--- config.mk ---
export PLATFORM = sky130hd
export DESIGN_NAME = output_time_and_scene_control
export DESIGN_NICKNAME = d
export VERILOG_FILES = /design/src/verilog/out_time_pkg.sv /design/src/verilog/output_time_and_scene_control.sv /design/src/verilog/sec_prescaler.sv
export SDC_FILE = /design/constraint.sdc
export NUM_CORES = 1
export LEC_CHECK = 0
export BUFFER_PORTS_ARGS = -buffer_cell sky130_fd_sc_hd__buf_2
export CELL_PAD_IN_SITES_DETAIL_PLACEMENT = 1
export CELL_PAD_IN_SITES_GLOBAL_PLACEMENT = 2
export CORE_MARGIN = 10
export CORE_UTILIZATION = 41
export CTS_CLUSTER_DIAMETER = 100
export DETAILED_ROUTE_END_ITERATION = 8
export PLACE_DENSITY = 0.88
export RECOVER_POWER = 25
export SLEW_MARGIN = 30
export SYNTH_ARGS = -nofsm -noshare
export SYNTH_HDL_FRONTEND = slang
export SYNTH_SLANG_ARGS = --single-unit
--- constraint.sdc ---
create_clock -name pclk -period 7.4 [get_ports pclk]
set_input_delay 0.37 -clock pclk [delete_from_list [all_inputs] [get_ports pclk]]
set_output_delay 0.37 -clock pclk [all_outputs]
set_load 0.05 [all_outputs]
--- src/verilog/out_time_pkg.sv ---
package out_time_pkg;
    // ------------------------------------------------------------
    // Register map
    // ------------------------------------------------------------
    localparam logic [11:0] ctrl_off = 12'h000;
    localparam logic [11:0] on_delay_off = 12'h004;
    localparam logic [11:0] off_delay_off = 12'h008;
    localparam logic [11:0] stair_time_off = 12'h00C;
    localparam logic [11:0] object_off = 12'h010;
    localparam logic [11:0] status_off = 12'h014;
    localparam logic [11:0] slot_base_off = 12'h020;
    localparam logic [11:0] slot_top_off = 12'h03C;
    // ------------------------------------------------------------
    // Control fields
    // ------------------------------------------------------------
    localparam int ctrl_mode_bit = 0;
    localparam int ctrl_restart_bit = 1;
    localparam int ctrl_retrig_bit = 2;
    localparam int ctrl_load_def_bit = 3;
    localparam int ctrl_recov_lo = 4;
    localparam int ctrl_recov_hi = 5;
    localparam int ctrl_power_fail_bit = 8;
    localparam int ctrl_power_recover_bit = 9;
    localparam int ctrl_cfg_done_bit = 10;
    localparam logic [31:0] ctrl_reset = 32'h0000_000C;
    // ------------------------------------------------------------
    // Object write fields
    // ------------------------------------------------------------
    localparam int obj_switch_bit = 0;
    localparam int obj_perm_bit = 1;
    localparam int obj_inhibit_bit = 2;
    localparam int obj_scene_lo = 8;
    localparam int obj_scene_hi = 15;
    localparam int obj_sw_stb = 16;
    localparam int obj_perm_stb = 17;
    localparam int obj_inh_stb = 18;
    localparam int obj_scene_stb = 19;
    localparam logic [7:0] scene_store_flag = 8'h80;
    localparam logic [6:0] scene_max = 7'h40;
    // ------------------------------------------------------------
    // Timing
    // ------------------------------------------------------------
    localparam int clk_hz = 25000000;
    localparam int tick_seconds = 1;
    localparam int tick_cycles = clk_hz * tick_seconds;
    localparam logic [15:0] delay_default = 16'h0005;
    localparam logic [15:0] stair_default = 16'h001E;
    localparam int slots = 8;
    typedef enum logic [1:0] {recov_keep, recov_inhibit, recov_enable} recov_t;
    typedef enum logic [1:0] {st_off, st_on_wait, st_on, st_off_wait} out_state_t;
endpackage

--- src/verilog/output_time_and_scene_control.sv ---
`timescale 1ns/100ps
module output_time_and_scene_control #(
    parameter int tick_cycles = out_time_pkg::tick_cycles
) (
    input wire logic pclk,
    input wire logic presetn,
    input wire logic psel,
    input wire logic penable,
    input wire logic pwrite,
    input wire logic [11:0] paddr,
    input wire logic [31:0] pwdata,
    output logic [31:0] prdata,
    output logic pready,
    output logic pslverr,
    output logic relay_on
);
    // ------------------------------------------------------------
    // Bus decode
    // ------------------------------------------------------------
    logic wr;
    logic slot_hit;
    logic [2:0] slot_idx;
    assign wr = psel && penable && pwrite;
    assign slot_idx = paddr[4:2];
    assign slot_hit = paddr >= out_time_pkg::slot_base_off
        && paddr <= out_time_pkg::slot_top_off && paddr[1:0] == 2'h0;
    assign pready = 1'b1;

    logic [31:0] ctrl_reg, ctrl_next;
    logic [15:0] on_delay_reg, on_delay_next;
    logic [15:0] off_delay_reg, off_delay_next;
    logic [15:0] stair_reg, stair_next;
    logic switch_reg, switch_next;
    logic perm_reg, perm_next;
    logic inhibit_reg, inhibit_next;
    logic saved_inh_reg, saved_inh_next;
    logic [6:0] slot_num_reg [out_time_pkg::slots], slot_num_next [out_time_pkg::slots];
    logic slot_def_reg [out_time_pkg::slots], slot_def_next [out_time_pkg::slots];
    logic slot_val_reg [out_time_pkg::slots], slot_val_next [out_time_pkg::slots];
    out_time_pkg::out_state_t state_reg, state_next;
    logic [15:0] cnt_reg, cnt_next;
    logic out_reg, out_next;
    logic [31:0] prdata_reg, prdata_next;

    logic tick;
    sec_prescaler #(
        .cycles(tick_cycles)
    ) u_tick (
        .pclk(pclk),
        .presetn(presetn),
        .tick(tick)
    );

    // ------------------------------------------------------------
    // Object strobes
    // ------------------------------------------------------------
    logic obj_wr, sw_stb, perm_stb, inh_stb, scene_stb;
    logic [7:0] scene_val;
    logic pfail, precover, cfg_done, stair_mode;
    out_time_pkg::recov_t recov;
    assign obj_wr = wr && paddr == out_time_pkg::object_off;
    assign sw_stb = obj_wr && pwdata[out_time_pkg::obj_sw_stb];
    assign perm_stb = obj_wr && pwdata[out_time_pkg::obj_perm_stb];
    assign inh_stb = obj_wr && pwdata[out_time_pkg::obj_inh_stb];
    assign scene_stb = obj_wr && pwdata[out_time_pkg::obj_scene_stb];
    assign scene_val = pwdata[out_time_pkg::obj_scene_hi:out_time_pkg::obj_scene_lo];
    assign pfail = wr && paddr == out_time_pkg::ctrl_off
        && pwdata[out_time_pkg::ctrl_power_fail_bit];
    assign precover = wr && paddr == out_time_pkg::ctrl_off
        && pwdata[out_time_pkg::ctrl_power_recover_bit];
    assign cfg_done = wr && paddr == out_time_pkg::ctrl_off
        && pwdata[out_time_pkg::ctrl_cfg_done_bit];
    assign stair_mode = ctrl_reg[out_time_pkg::ctrl_mode_bit];
    assign recov = out_time_pkg::recov_t'(
        ctrl_reg[out_time_pkg::ctrl_recov_hi:out_time_pkg::ctrl_recov_lo]);

    // Scene match: recall or store of one number, value plus one
    logic [6:0] scene_num;
    logic is_store, recall_hit, recall_val;
    assign is_store = scene_val[7];
    assign scene_num = {1'b0, scene_val[5:0]} + 7'h01;
    always_comb
    begin
        recall_hit = 1'b0;
        recall_val = 1'b0;
        for (int i = 0; i < out_time_pkg::slots; i++)
        begin
            if (slot_num_reg[i] != 7'h00 && slot_num_reg[i] == scene_num)
            begin
                recall_hit = 1'b1;
                recall_val = slot_val_reg[i];
            end
        end
    end
    logic scene_valid;
    assign scene_valid = scene_stb && scene_val[6] == 1'b0;
    logic do_recall;
    assign do_recall = scene_valid && !is_store && recall_hit;

    // ------------------------------------------------------------
    // Config and object registers
    // ------------------------------------------------------------
    always_comb
    begin
        ctrl_next = ctrl_reg;
        on_delay_next = on_delay_reg;
        off_delay_next = off_delay_reg;
        stair_next = stair_reg;
        switch_next = switch_reg;
        perm_next = perm_reg;
        inhibit_next = inhibit_reg;
        saved_inh_next = saved_inh_reg;
        slot_num_next = slot_num_reg;
        slot_def_next = slot_def_reg;
        slot_val_next = slot_val_reg;
        if (wr && paddr == out_time_pkg::ctrl_off)
            ctrl_next = {26'h0000000, pwdata[5:0]};
        if (wr && paddr == out_time_pkg::on_delay_off)
            on_delay_next = pwdata[15:0];
        if (wr && paddr == out_time_pkg::off_delay_off)
            off_delay_next = pwdata[15:0];
        if (wr && paddr == out_time_pkg::stair_time_off)
            stair_next = pwdata[15:0];
        if (wr && slot_hit)
        begin
            slot_num_next[slot_idx] = (pwdata[6:0] > out_time_pkg::scene_max)
                ? 7'h00 : pwdata[6:0];
            slot_def_next[slot_idx] = pwdata[8];
        end
        if (sw_stb)
            switch_next = pwdata[out_time_pkg::obj_switch_bit];
        if (perm_stb)
            perm_next = pwdata[out_time_pkg::obj_perm_bit];
        // The inhibit object or a power-recover write (recov_enable, or recov_keep with a clear saved value) clears the inhibit
        if (inh_stb)
            inhibit_next = pwdata[out_time_pkg::obj_inhibit_bit];
        if (pfail)
            saved_inh_next = inhibit_reg;
        if (precover)
        begin
            unique case (recov)
                out_time_pkg::recov_keep: inhibit_next = saved_inh_reg;
                out_time_pkg::recov_inhibit: inhibit_next = 1'b1;
                out_time_pkg::recov_enable: inhibit_next = 1'b0;
                default: inhibit_next = inhibit_reg;
            endcase
        end
        if (scene_valid && is_store)
        begin
            for (int i = 0; i < out_time_pkg::slots; i++)
                if (slot_num_reg[i] != 7'h00 && slot_num_reg[i] == scene_num)
                    slot_val_next[i] = out_reg;
        end
        if (cfg_done && ctrl_reg[out_time_pkg::ctrl_load_def_bit])
        begin
            for (int i = 0; i < out_time_pkg::slots; i++)
                slot_val_next[i] = slot_def_reg[i];
        end
    end

    always_ff @(posedge pclk or negedge presetn)
    begin
        if (!presetn)
        begin
            ctrl_reg <= out_time_pkg::ctrl_reset;
            on_delay_reg <= out_time_pkg::delay_default;
            off_delay_reg <= out_time_pkg::delay_default;
            stair_reg <= out_time_pkg::stair_default;
            switch_reg <= 1'b0;
            perm_reg <= 1'b0;
            inhibit_reg <= 1'b0;
            saved_inh_reg <= 1'b0;
            slot_num_reg <= '{default: 7'h00};
            slot_def_reg <= '{default: 1'b1};
            slot_val_reg <= '{default: 1'b1};
        end
        else
        begin
            ctrl_reg <= ctrl_next;
            on_delay_reg <= on_delay_next;
            off_delay_reg <= off_delay_next;
            stair_reg <= stair_next;
            switch_reg <= switch_next;
            perm_reg <= perm_next;
            inhibit_reg <= inhibit_next;
            saved_inh_reg <= saved_inh_next;
            slot_num_reg <= slot_num_next;
            slot_def_reg <= slot_def_next;
            slot_val_reg <= slot_val_next;
        end
    end

    // ------------------------------------------------------------
    // Output state machine
    // ------------------------------------------------------------
    logic cmd, cmd_val, perm_end;
    assign cmd = sw_stb || do_recall;
    assign cmd_val = do_recall ? recall_val : pwdata[out_time_pkg::obj_switch_bit];
    assign perm_end = perm_reg && perm_stb && !pwdata[out_time_pkg::obj_perm_bit];

    always_comb
    begin
        state_next = state_reg;
        cnt_next = cnt_reg;
        if (tick && cnt_reg != 16'h0000)
            cnt_next = cnt_reg - 16'h0001;
        if (perm_reg && !perm_end)
        begin
            // Override holds the output on, commands during it are dropped
            state_next = out_time_pkg::st_on;
        end
        else if (perm_end)
        begin
            if (stair_mode && ctrl_reg[out_time_pkg::ctrl_restart_bit] && !inhibit_reg)
            begin
                state_next = out_time_pkg::st_on;
                cnt_next = stair_reg;
            end
            else
                state_next = out_time_pkg::st_off;
        end
        else if (cmd && (inhibit_reg || (do_recall && stair_mode && !cmd_val)))
        begin
            // Inhibited, or a stair-mode scene recall to off: the command acts at once
            state_next = cmd_val ? out_time_pkg::st_on : out_time_pkg::st_off;
            cnt_next = 16'h0000;
        end
        else if (cmd && stair_mode)
        begin
            if (cmd_val)
            begin
                if (state_reg != out_time_pkg::st_on || ctrl_reg[out_time_pkg::ctrl_retrig_bit]
                    || do_recall)
                    cnt_next = stair_reg;
                state_next = out_time_pkg::st_on;
            end
            else
                state_next = out_time_pkg::st_off;
        end
        else if (cmd)
        begin
            unique case (state_reg)
                out_time_pkg::st_off, out_time_pkg::st_off_wait:
                    if (cmd_val)
                    begin
                        state_next = out_time_pkg::st_on_wait;
                        cnt_next = on_delay_reg;
                    end
                    else if (state_reg == out_time_pkg::st_off_wait
                        && (ctrl_reg[out_time_pkg::ctrl_retrig_bit] || do_recall))
                        cnt_next = off_delay_reg;
                out_time_pkg::st_on, out_time_pkg::st_on_wait:
                    if (!cmd_val)
                    begin
                        state_next = out_time_pkg::st_off_wait;
                        cnt_next = off_delay_reg;
                    end
                    else if (state_reg == out_time_pkg::st_on_wait
                        && (ctrl_reg[out_time_pkg::ctrl_retrig_bit] || do_recall))
                        cnt_next = on_delay_reg;
            endcase
        end
        else if (cnt_next == 16'h0000 && !inhibit_reg)
        begin
            // Inhibit freezes timers, output stays where it is
            unique case (state_reg)
                out_time_pkg::st_on_wait: state_next = out_time_pkg::st_on;
                out_time_pkg::st_off_wait: state_next = out_time_pkg::st_off;
                out_time_pkg::st_on:
                    if (stair_mode && cnt_reg != 16'h0000)
                        state_next = out_time_pkg::st_off;
                out_time_pkg::st_off: state_next = out_time_pkg::st_off;
            endcase
        end
        if (inhibit_reg && !cmd && !perm_end && !perm_reg)
            cnt_next = cnt_reg;
    end

    assign out_next = state_next == out_time_pkg::st_on
        || state_next == out_time_pkg::st_off_wait;

    always_ff @(posedge pclk or negedge presetn)
    begin
        if (!presetn)
        begin
            state_reg <= out_time_pkg::st_off;
            cnt_reg <= 16'h0000;
            out_reg <= 1'b0;
        end
        else
        begin
            state_reg <= state_next;
            cnt_reg <= cnt_next;
            out_reg <= out_next;
        end
    end
    assign relay_on = out_reg;

    // ------------------------------------------------------------
    // Read data
    // ------------------------------------------------------------
    always_comb
    begin
        prdata_next = prdata_reg;
        if (psel && !penable && !pwrite)
        begin
            prdata_next = 32'h0000_0000;
            if (paddr == out_time_pkg::ctrl_off)
                prdata_next = ctrl_reg;
            else if (paddr == out_time_pkg::on_delay_off)
                prdata_next = {16'h0000, on_delay_reg};
            else if (paddr == out_time_pkg::off_delay_off)
                prdata_next = {16'h0000, off_delay_reg};
            else if (paddr == out_time_pkg::stair_time_off)
                prdata_next = {16'h0000, stair_reg};
            else if (paddr == out_time_pkg::object_off)
                prdata_next = {29'h00000000, inhibit_reg, perm_reg, switch_reg};
            else if (paddr == out_time_pkg::status_off)
                prdata_next = {8'h00, cnt_reg, 2'h0, state_reg, 3'h0, out_reg};
            else if (slot_hit)
                prdata_next = {22'h000000, slot_val_reg[slot_idx],
                    slot_def_reg[slot_idx], 1'b0, slot_num_reg[slot_idx]};
        end
    end

    always_ff @(posedge pclk or negedge presetn)
    begin
        if (!presetn)
            prdata_reg <= 32'h0000_0000;
        else
            prdata_reg <= prdata_next;
    end
    assign prdata = prdata_reg;
    assign pslverr = 1'b0;
endmodule

--- src/verilog/sec_prescaler.sv ---
`timescale 1ns/100ps
module sec_prescaler #(
    parameter int cycles = 25000000
) (
    input wire logic pclk,
    input wire logic presetn,
    output logic tick
);
    logic [24:0] cnt_reg;
    logic [24:0] cnt_next;

    always_comb
    begin
        if (cnt_reg == 25'(cycles - 1))
            cnt_next = '0;
        else
            cnt_next = cnt_reg + 25'h0000001;
    end

    always_ff @(posedge pclk or negedge presetn)
    begin
        if (!presetn)
            cnt_reg <= '0;
        else
            cnt_reg <= cnt_next;
    end

    assign tick = (cnt_reg == 25'(cycles - 1));
endmodule
# After elaboration in Yosys (flattened, before gate mapping)
# Index checks and enable logic that the tools add are counted.
# word_totals
ff_bits	206
# classes
n_addsub	3
n_lt_le_gt_ge	5
n_eq_ne	23
muxes	81
bitwise	2
reduce_logical	100
# op_table
cell	count
$mux W16	13
$mux W24	6
$bwmux W56	1
$eq A7 B7 Y1	8
$reduce_bool A7 Y1	8
$logic_and A1 B1 Y1	50
$mux W1	32
$pmux W16 S2	1
$mux W7	4
$add A25 B1 Y25 const B	1
$eq A25 B25 Y1 const B	1
$mux W25	1
$eq A12 B4 Y1 const B	2
$eq A12 B5 Y1 const B	2
$mux W2	11
$bmux W7 S3	1
$demux W7 S3	1
$reduce_bool A2 Y1	10
$reduce_and A2 Y1	9
$logic_not A16 Y1	1
$mux W8	2
$reduce_bool A16 Y1	1
$sub A16 B1 Y16 const B	1
$eq A12 B3 Y1 const B	1
24 further kinds	46

# Longest topological paths before layout
# logic_depth
depth_word	22
mapped_depth	16

# Cells and area by module
# Synthesis repeated with hierarchy kept, for this count alone.
# hier_totals
hier_cells	1417
hier_area_um2	13107.6
# by_module_without_submodules
mod	instances	cells_each	area_per_inst_um2	seq_area_each_um2
output_time_and_scene_control	1	1291	11847.6	4361.7
sec_prescaler	1	126	1260.0	625.6

# Worst setup path before layout
# No wires, ideal clock.
# synth_path
path_kind	flip-flop to flip-flop
from	register cnt_reg[4]
to	register out_reg, in the netlist relay_on
arrival_ns	3.565
required_time_ns	7.254
slack_ns	3.689
path_stages_with_launch	13
path_buffers	1
period_less_slack_ns	3.711
cell_sequence	dfrtp_1 > buf_2 > or4_1 > or3_1 > nor2_1 > nand4_1 > xnor2_1 > or4b_1 > or4_1 > or4_4 > o211a_1 > nor4_2 > a311oi_1
# synth_via
elab_chain_cells	13
# synth_lines
element	line	source
from (decl)	output_time_and_scene_control.sv:41	logic [15:0] cnt_reg, cnt_next;
from (signal assigned)	output_time_and_scene_control.sv:293	cnt_reg <= cnt_next;
parallel branches: the longest is 5 deep, another holds $sub A16 B1 Y16	--	
$mux W2 *	output_time_and_scene_control.sv:263	else if (cnt_next == 16'h0000 && !inhibit_reg)
$mux W2 *	output_time_and_scene_control.sv:240	else if (cmd)
$mux W2 *	output_time_and_scene_control.sv:228	else if (cmd && stair_mode)
$mux W2 *	output_time_and_scene_control.sv:222	else if (cmd && (inhibit_reg || (do_recall && stair_mode && !cmd_val)))
$mux W2 *	output_time_and_scene_control.sv:212	else if (perm_end)
$mux W2 *	output_time_and_scene_control.sv:207	if (perm_reg && !perm_end)
$eq A2 B2 Y1 (on tied branches)	output_time_and_scene_control.sv:279, output_time_and_scene_control.sv:280	
$logic_or A1 B1 Y1 *	output_time_and_scene_control.sv:280	|| state_next == out_time_pkg::st_off_wait;
named net out_next	output_time_and_scene_control.sv:42	logic out_reg, out_next;
to (signal assigned)	output_time_and_scene_control.sv:294	out_reg <= out_next;
to (decl)	output_time_and_scene_control.sv:42	
# Mark *: on every way through the listed nets, which the timed path passes.
# A chain may end at the register's enable or synchronous reset.

# Final worst setup path
# layout_path
from	input port pwdata[8]
to	register cnt_reg[3]
# layout_via
elab_chain_cells	22
# layout_lines
element	line	source
from (decl)	output_time_and_scene_control.sv:11	input wire logic [31:0] pwdata,
$add A6 B1 Y7 *	output_time_and_scene_control.sv:81	assign scene_num = {1'b0, scene_val[5:0]} + 7'h01;
$eq A7 B7 Y1	output_time_and_scene_control.sv:88	if (slot_num_reg[i] != 7'h00 && slot_num_reg[i] == scene_num)
$logic_and A1 B1 Y1	output_time_and_scene_control.sv:88	
$mux W1 (8 in a row)	output_time_and_scene_control.sv:88	
$logic_and A1 B1 Y1	output_time_and_scene_control.sv:98	assign do_recall = scene_valid && !is_store && recall_hit;
$logic_or A1 B1 Y1	output_time_and_scene_control.sv:250, output_time_and_scene_control.sv:259	
$logic_and A1 B1 Y1 (on tied branches)	output_time_and_scene_control.sv:259, output_time_and_scene_control.sv:250	
$mux W16 (on tied branches)	output_time_and_scene_control.sv:258, output_time_and_scene_control.sv:249	
$mux W16 (on tied branches)	output_time_and_scene_control.sv:253, output_time_and_scene_control.sv:244	
$pmux W16 S2	output_time_and_scene_control.sv:242	unique case (state_reg)
$mux W16	output_time_and_scene_control.sv:240	
$mux W16	output_time_and_scene_control.sv:228	
$mux W16	output_time_and_scene_control.sv:222	
$mux W16	output_time_and_scene_control.sv:212	
$mux W16	output_time_and_scene_control.sv:207	
# Every way passes the cells marked *; elsewhere a longest branch is shown, timed or not.

==> flow_summary.yaml <==
worst_setup_path:
  worstSetupPathType: "in2reg"
  reg2regPathDepth: 12
  r2r-end: "cnt_reg[3]"
  start_kind: "input port"
  path_cells: "buf_2, ha_1, nand3_2, o21ai_0, nand4_1, a2111oi_2, or4_4, o211a_1, nor3b_2, or2_1, buf_4, o21ai_0, a21oi_1, o21bai_1"
  worst_path_max_delay_cell: "a2111oi_2"
  r2r_start: "slot_num_reg[23]"
  cp.arrival_ps: 5580
  cpMostUsedCell: "o21ai_0"
  critical_path.max_stage_delay_ps: 780
  r2r_slack_ps: 2880
  crit_fanout: 25
  cp-end-kind: "flop"
  worstPathRequired_ps: 7740
synth:
  synthSimpleGateAreaFrac_pct: 17.4
  yosys_register_bits: 198
  synth.distinct_cells: 96
  yosysWarnings: 0
  yosysSeqAreaShare_pct: 39.8
  avgSynthCellArea_um2: 9.67
  synth-xor-area-share_pct: 6.77
  netlist.area_leader.share_pct: 34.4
  postSynth.asyncResetShare_pct: 100
  synth-compound-area-share_pct: 16.2
  yosys_most_used_dff: "dfrtp_1"
  synth_cells: 1295
  yosys-top-cells-area: "dfrtp_1, mux2_2, dfstp_2, o21ai_0, nand2_1"
  synth_most_common_cell: "dfrtp_1"
  netlist_area_um2: 12500
  synthMuxAreaShare_pct: 14.4
  synth_commonest_cells: "dfrtp_1, nand2_1, o21ai_0"
  synth_edf_count: 0
  synth-adder-area-share_pct: 0.900
  synth_area_leader_cell: "dfrtp_1"
  synth_top_family_by_area: "simple AND/OR/NAND/NOR gates"
route:
  vias: 10600
  wire_per_inst_um: 25.3
  drt_iter0_markers: 1207
  wl_um: 43100
  ant_nets: 0
  via_per_inst: 6.23
  remaining_drc_errors: 0
  dr.pass1.iters: 5
timing:
  setup-violations-final: 0
  fin_tns_setup_ps: 0
  max_freq_ghz: 0.191
  grt_setup_unrepaired: "false"
  slew_headroom_pct: -112
  period_share_pct: 70.8
  drv_slew: 54
  fin_skew_ps: 9.64
  fin_crit_ps: 5240
  worst_pin_slew_ps: 3170
  finalHoldViolations: 0
finish:
  design_area_um2: 13600
  nets: 1361
  drive_above_1_share_pct: 20.5
  largest_register_ff_count: 56
  syn2layout_area_growth_pct: 8.69
  nFillCells: 3346
  diodes: 0
min_path:
  min_to: "stair_reg[7]"
  hp-start: "pwdata[7]"
  hold_path.class: "in2reg"
  whs_path_depth: 2
pwr:
  peakVddDrop_v: 0.000143
  seqPwrFrac_pct: 49.2
  comb_power_share_pct: 8.3
  swShare_pct: 26.8
  internal_power_mw: 1.61
  p_leak_nw: 5.94
  power.switching_mw: 0.591
  power-per-cell-area_nw_per_um2: 162
  clockPowerShare_pct: 42.5
grt:
  grt-ovfl-total: 0
  track_usage_pct: 22.4
  antenna_found_initial: 0
  grt_pass1_wl_um: 67100
  grt_pass1_vias: 11000
  grt_max_degree: 79
die:
  die-area_um2: 37900
  dieHeight_um: 195
  core_area_um2: 29900
  start_util_pct: 41.9
  rows: 63
  io_pins: 84
  fp.dieW_um: 195
clock_network:
  cts_buffer_depth: 2
  cts_sinks: 198
  cts.clk_slew.worst_paths_ps: 70
  root_buffer: "clkbuf_16"
  cts_tree: "done"
  cts_made_buffers: 17
  clock_latency_ps: 460
  htree_levels: 4
  cts_setup_buffers: 0
placement:
  io_buffer_count: 61
  post_dp_cell_area_um2: 13000
  dp.final_hpwl_um: 31100
  gp_congestion: 0.915
status:
  violations: "max-capacitance violations, max-slew violations"
  status: "finished, violations left"
job:
  cap_violations: 1
==> layer usage <==
layer | vias to the layer above | share of wire, % | global-route usage (%)
met5 | - | 0 | 0
met4 | 0 | 2.2 | 6.73
met3 | 60 | 7.9 | 6.07
met2 | 429 | 44 | 33.5
li1 | 4743 | - | -
met1 | 5399 | 45 | 31.0
==> per-stage QoR <==
stage / total power [mW] / hold WS (ps) / instances / setup WS (ps) / utilization [%]
after global routing: 2.28 / 201 / 1706 / 1980 / 45.5
after global placement: 1.28 / 456 / 1672 / 1990 / 43.5
after floorplan: 1.22 / 74.4 / 1303 / 3690 / -
after detailed placement: 1.29 / 367 / 1673 / 1930 / 43.6
after CTS: 2.22 / 188 / 1706 / 2360 / 45.6
final: 2.20 / 205 / 1706 / 2160 / 45.5
==> logic make-up (layout without fill, tap and decap cells) <==
family | Yosys count | after routing
other | 2 | 10
multiplexers | 146 | 146
AO/OA/AOI/OAI | 313 | 313
XOR/XNOR | 84 | 84
buffers and inverters | 117 | 130
AND/OR/NAND/NOR | 426 | 426
flip-flops | 198 | 198
adder cells (fa/ha/maj) | 9 | 9
==> cell type report <==
type | count | area, µm² | share of cell area, %
Sequential cell | 198 | 4990 | 36.7
Timing Repair Buffer | 74 | 428 | 3.15
Clock buffer | 19 | 443 | 3.26
Tap cell | 390 | 488 | 3.59
Clock inverter | 13 | 126 | 0.929
Multi-Input combinational cell | 988 | 7040 | 51.8
Inverter | 24 | 90.1 | 0.662
==> placed cells by master, fill, tap and decap left out, types with 6 or more instances in the layout <==
cell / count
nor3_1: 34
nand2b_1: 17
nand4_1: 15
dfrtp_1: 172
a221oi_1: 7
nand3_1: 22
mux4_2: 18
o31ai_1: 10
o221ai_1: 15
xnor2_1: 41
nor4_1: 14
xor2_1: 35
ha_1: 9
clkbuf_16: 17
a222oi_1: 6
nor2b_1: 10
nand3b_1: 8
or3_1: 9
mux2_2: 86
o22ai_1: 7
nor4_2: 6
o21ai_1: 8
buf_4: 10
a22oi_1: 16
inv_1: 23
nand2_1: 146
mux2i_1: 41
buf_2: 60
a21oi_1: 54
and3_1: 14
or4_1: 6
nor2_1: 79
o21ai_0: 121
a211oi_1: 7
conb_1: 10
dfstp_2: 26
clkinv_4: 6
==> power by group through the flow <==
stage	sequential, mW	clock, mW	combinational [mW]
2_1_floorplan	1.11	0	0.112
3_3_place_gp	1.11	0	0.175
3_5_place_dp	1.11	0	0.180
4_1_cts	1.09	0.949	0.181
5_1_grt	1.09	0.995	0.197
6_report	1.09	0.936	0.182
==> worst max-delay path by stage <==
stage / startpoint / end / slack, ps / cells past startpoint
after floorplan: cnt_reg[4] / relay_on / 3690 / 12
after global placement: pwdata[8] / cnt_reg[2] / 1990 / 12
after detailed placement: pwdata[8] / cnt_reg[3] / 1930 / 14
after CTS: pwdata[8] / cnt_reg[3] / 2360 / 14
after global routing: pwdata[8] / cnt_reg[9] / 1980 / 13
final: pwdata[8] / cnt_reg[3] / 2160 / 14
==> worst max-delay path, delay by kind of cell <==
kind | cells | cell delay, ps
AOI/OAI and AO/OA | 6 | 1740
adders and majority gates | 1 | 630
buffers and inverters | 2 | 900
and+or+nand+nor | 5 | 1920
==> timing repair <==
action                    4_1_cts  5_1_grt
hold buffers                    1        0
resized for setup               0        0
hold endpoints to repair       44        0
No activity file was read; power rests on OpenSTA's default activity.
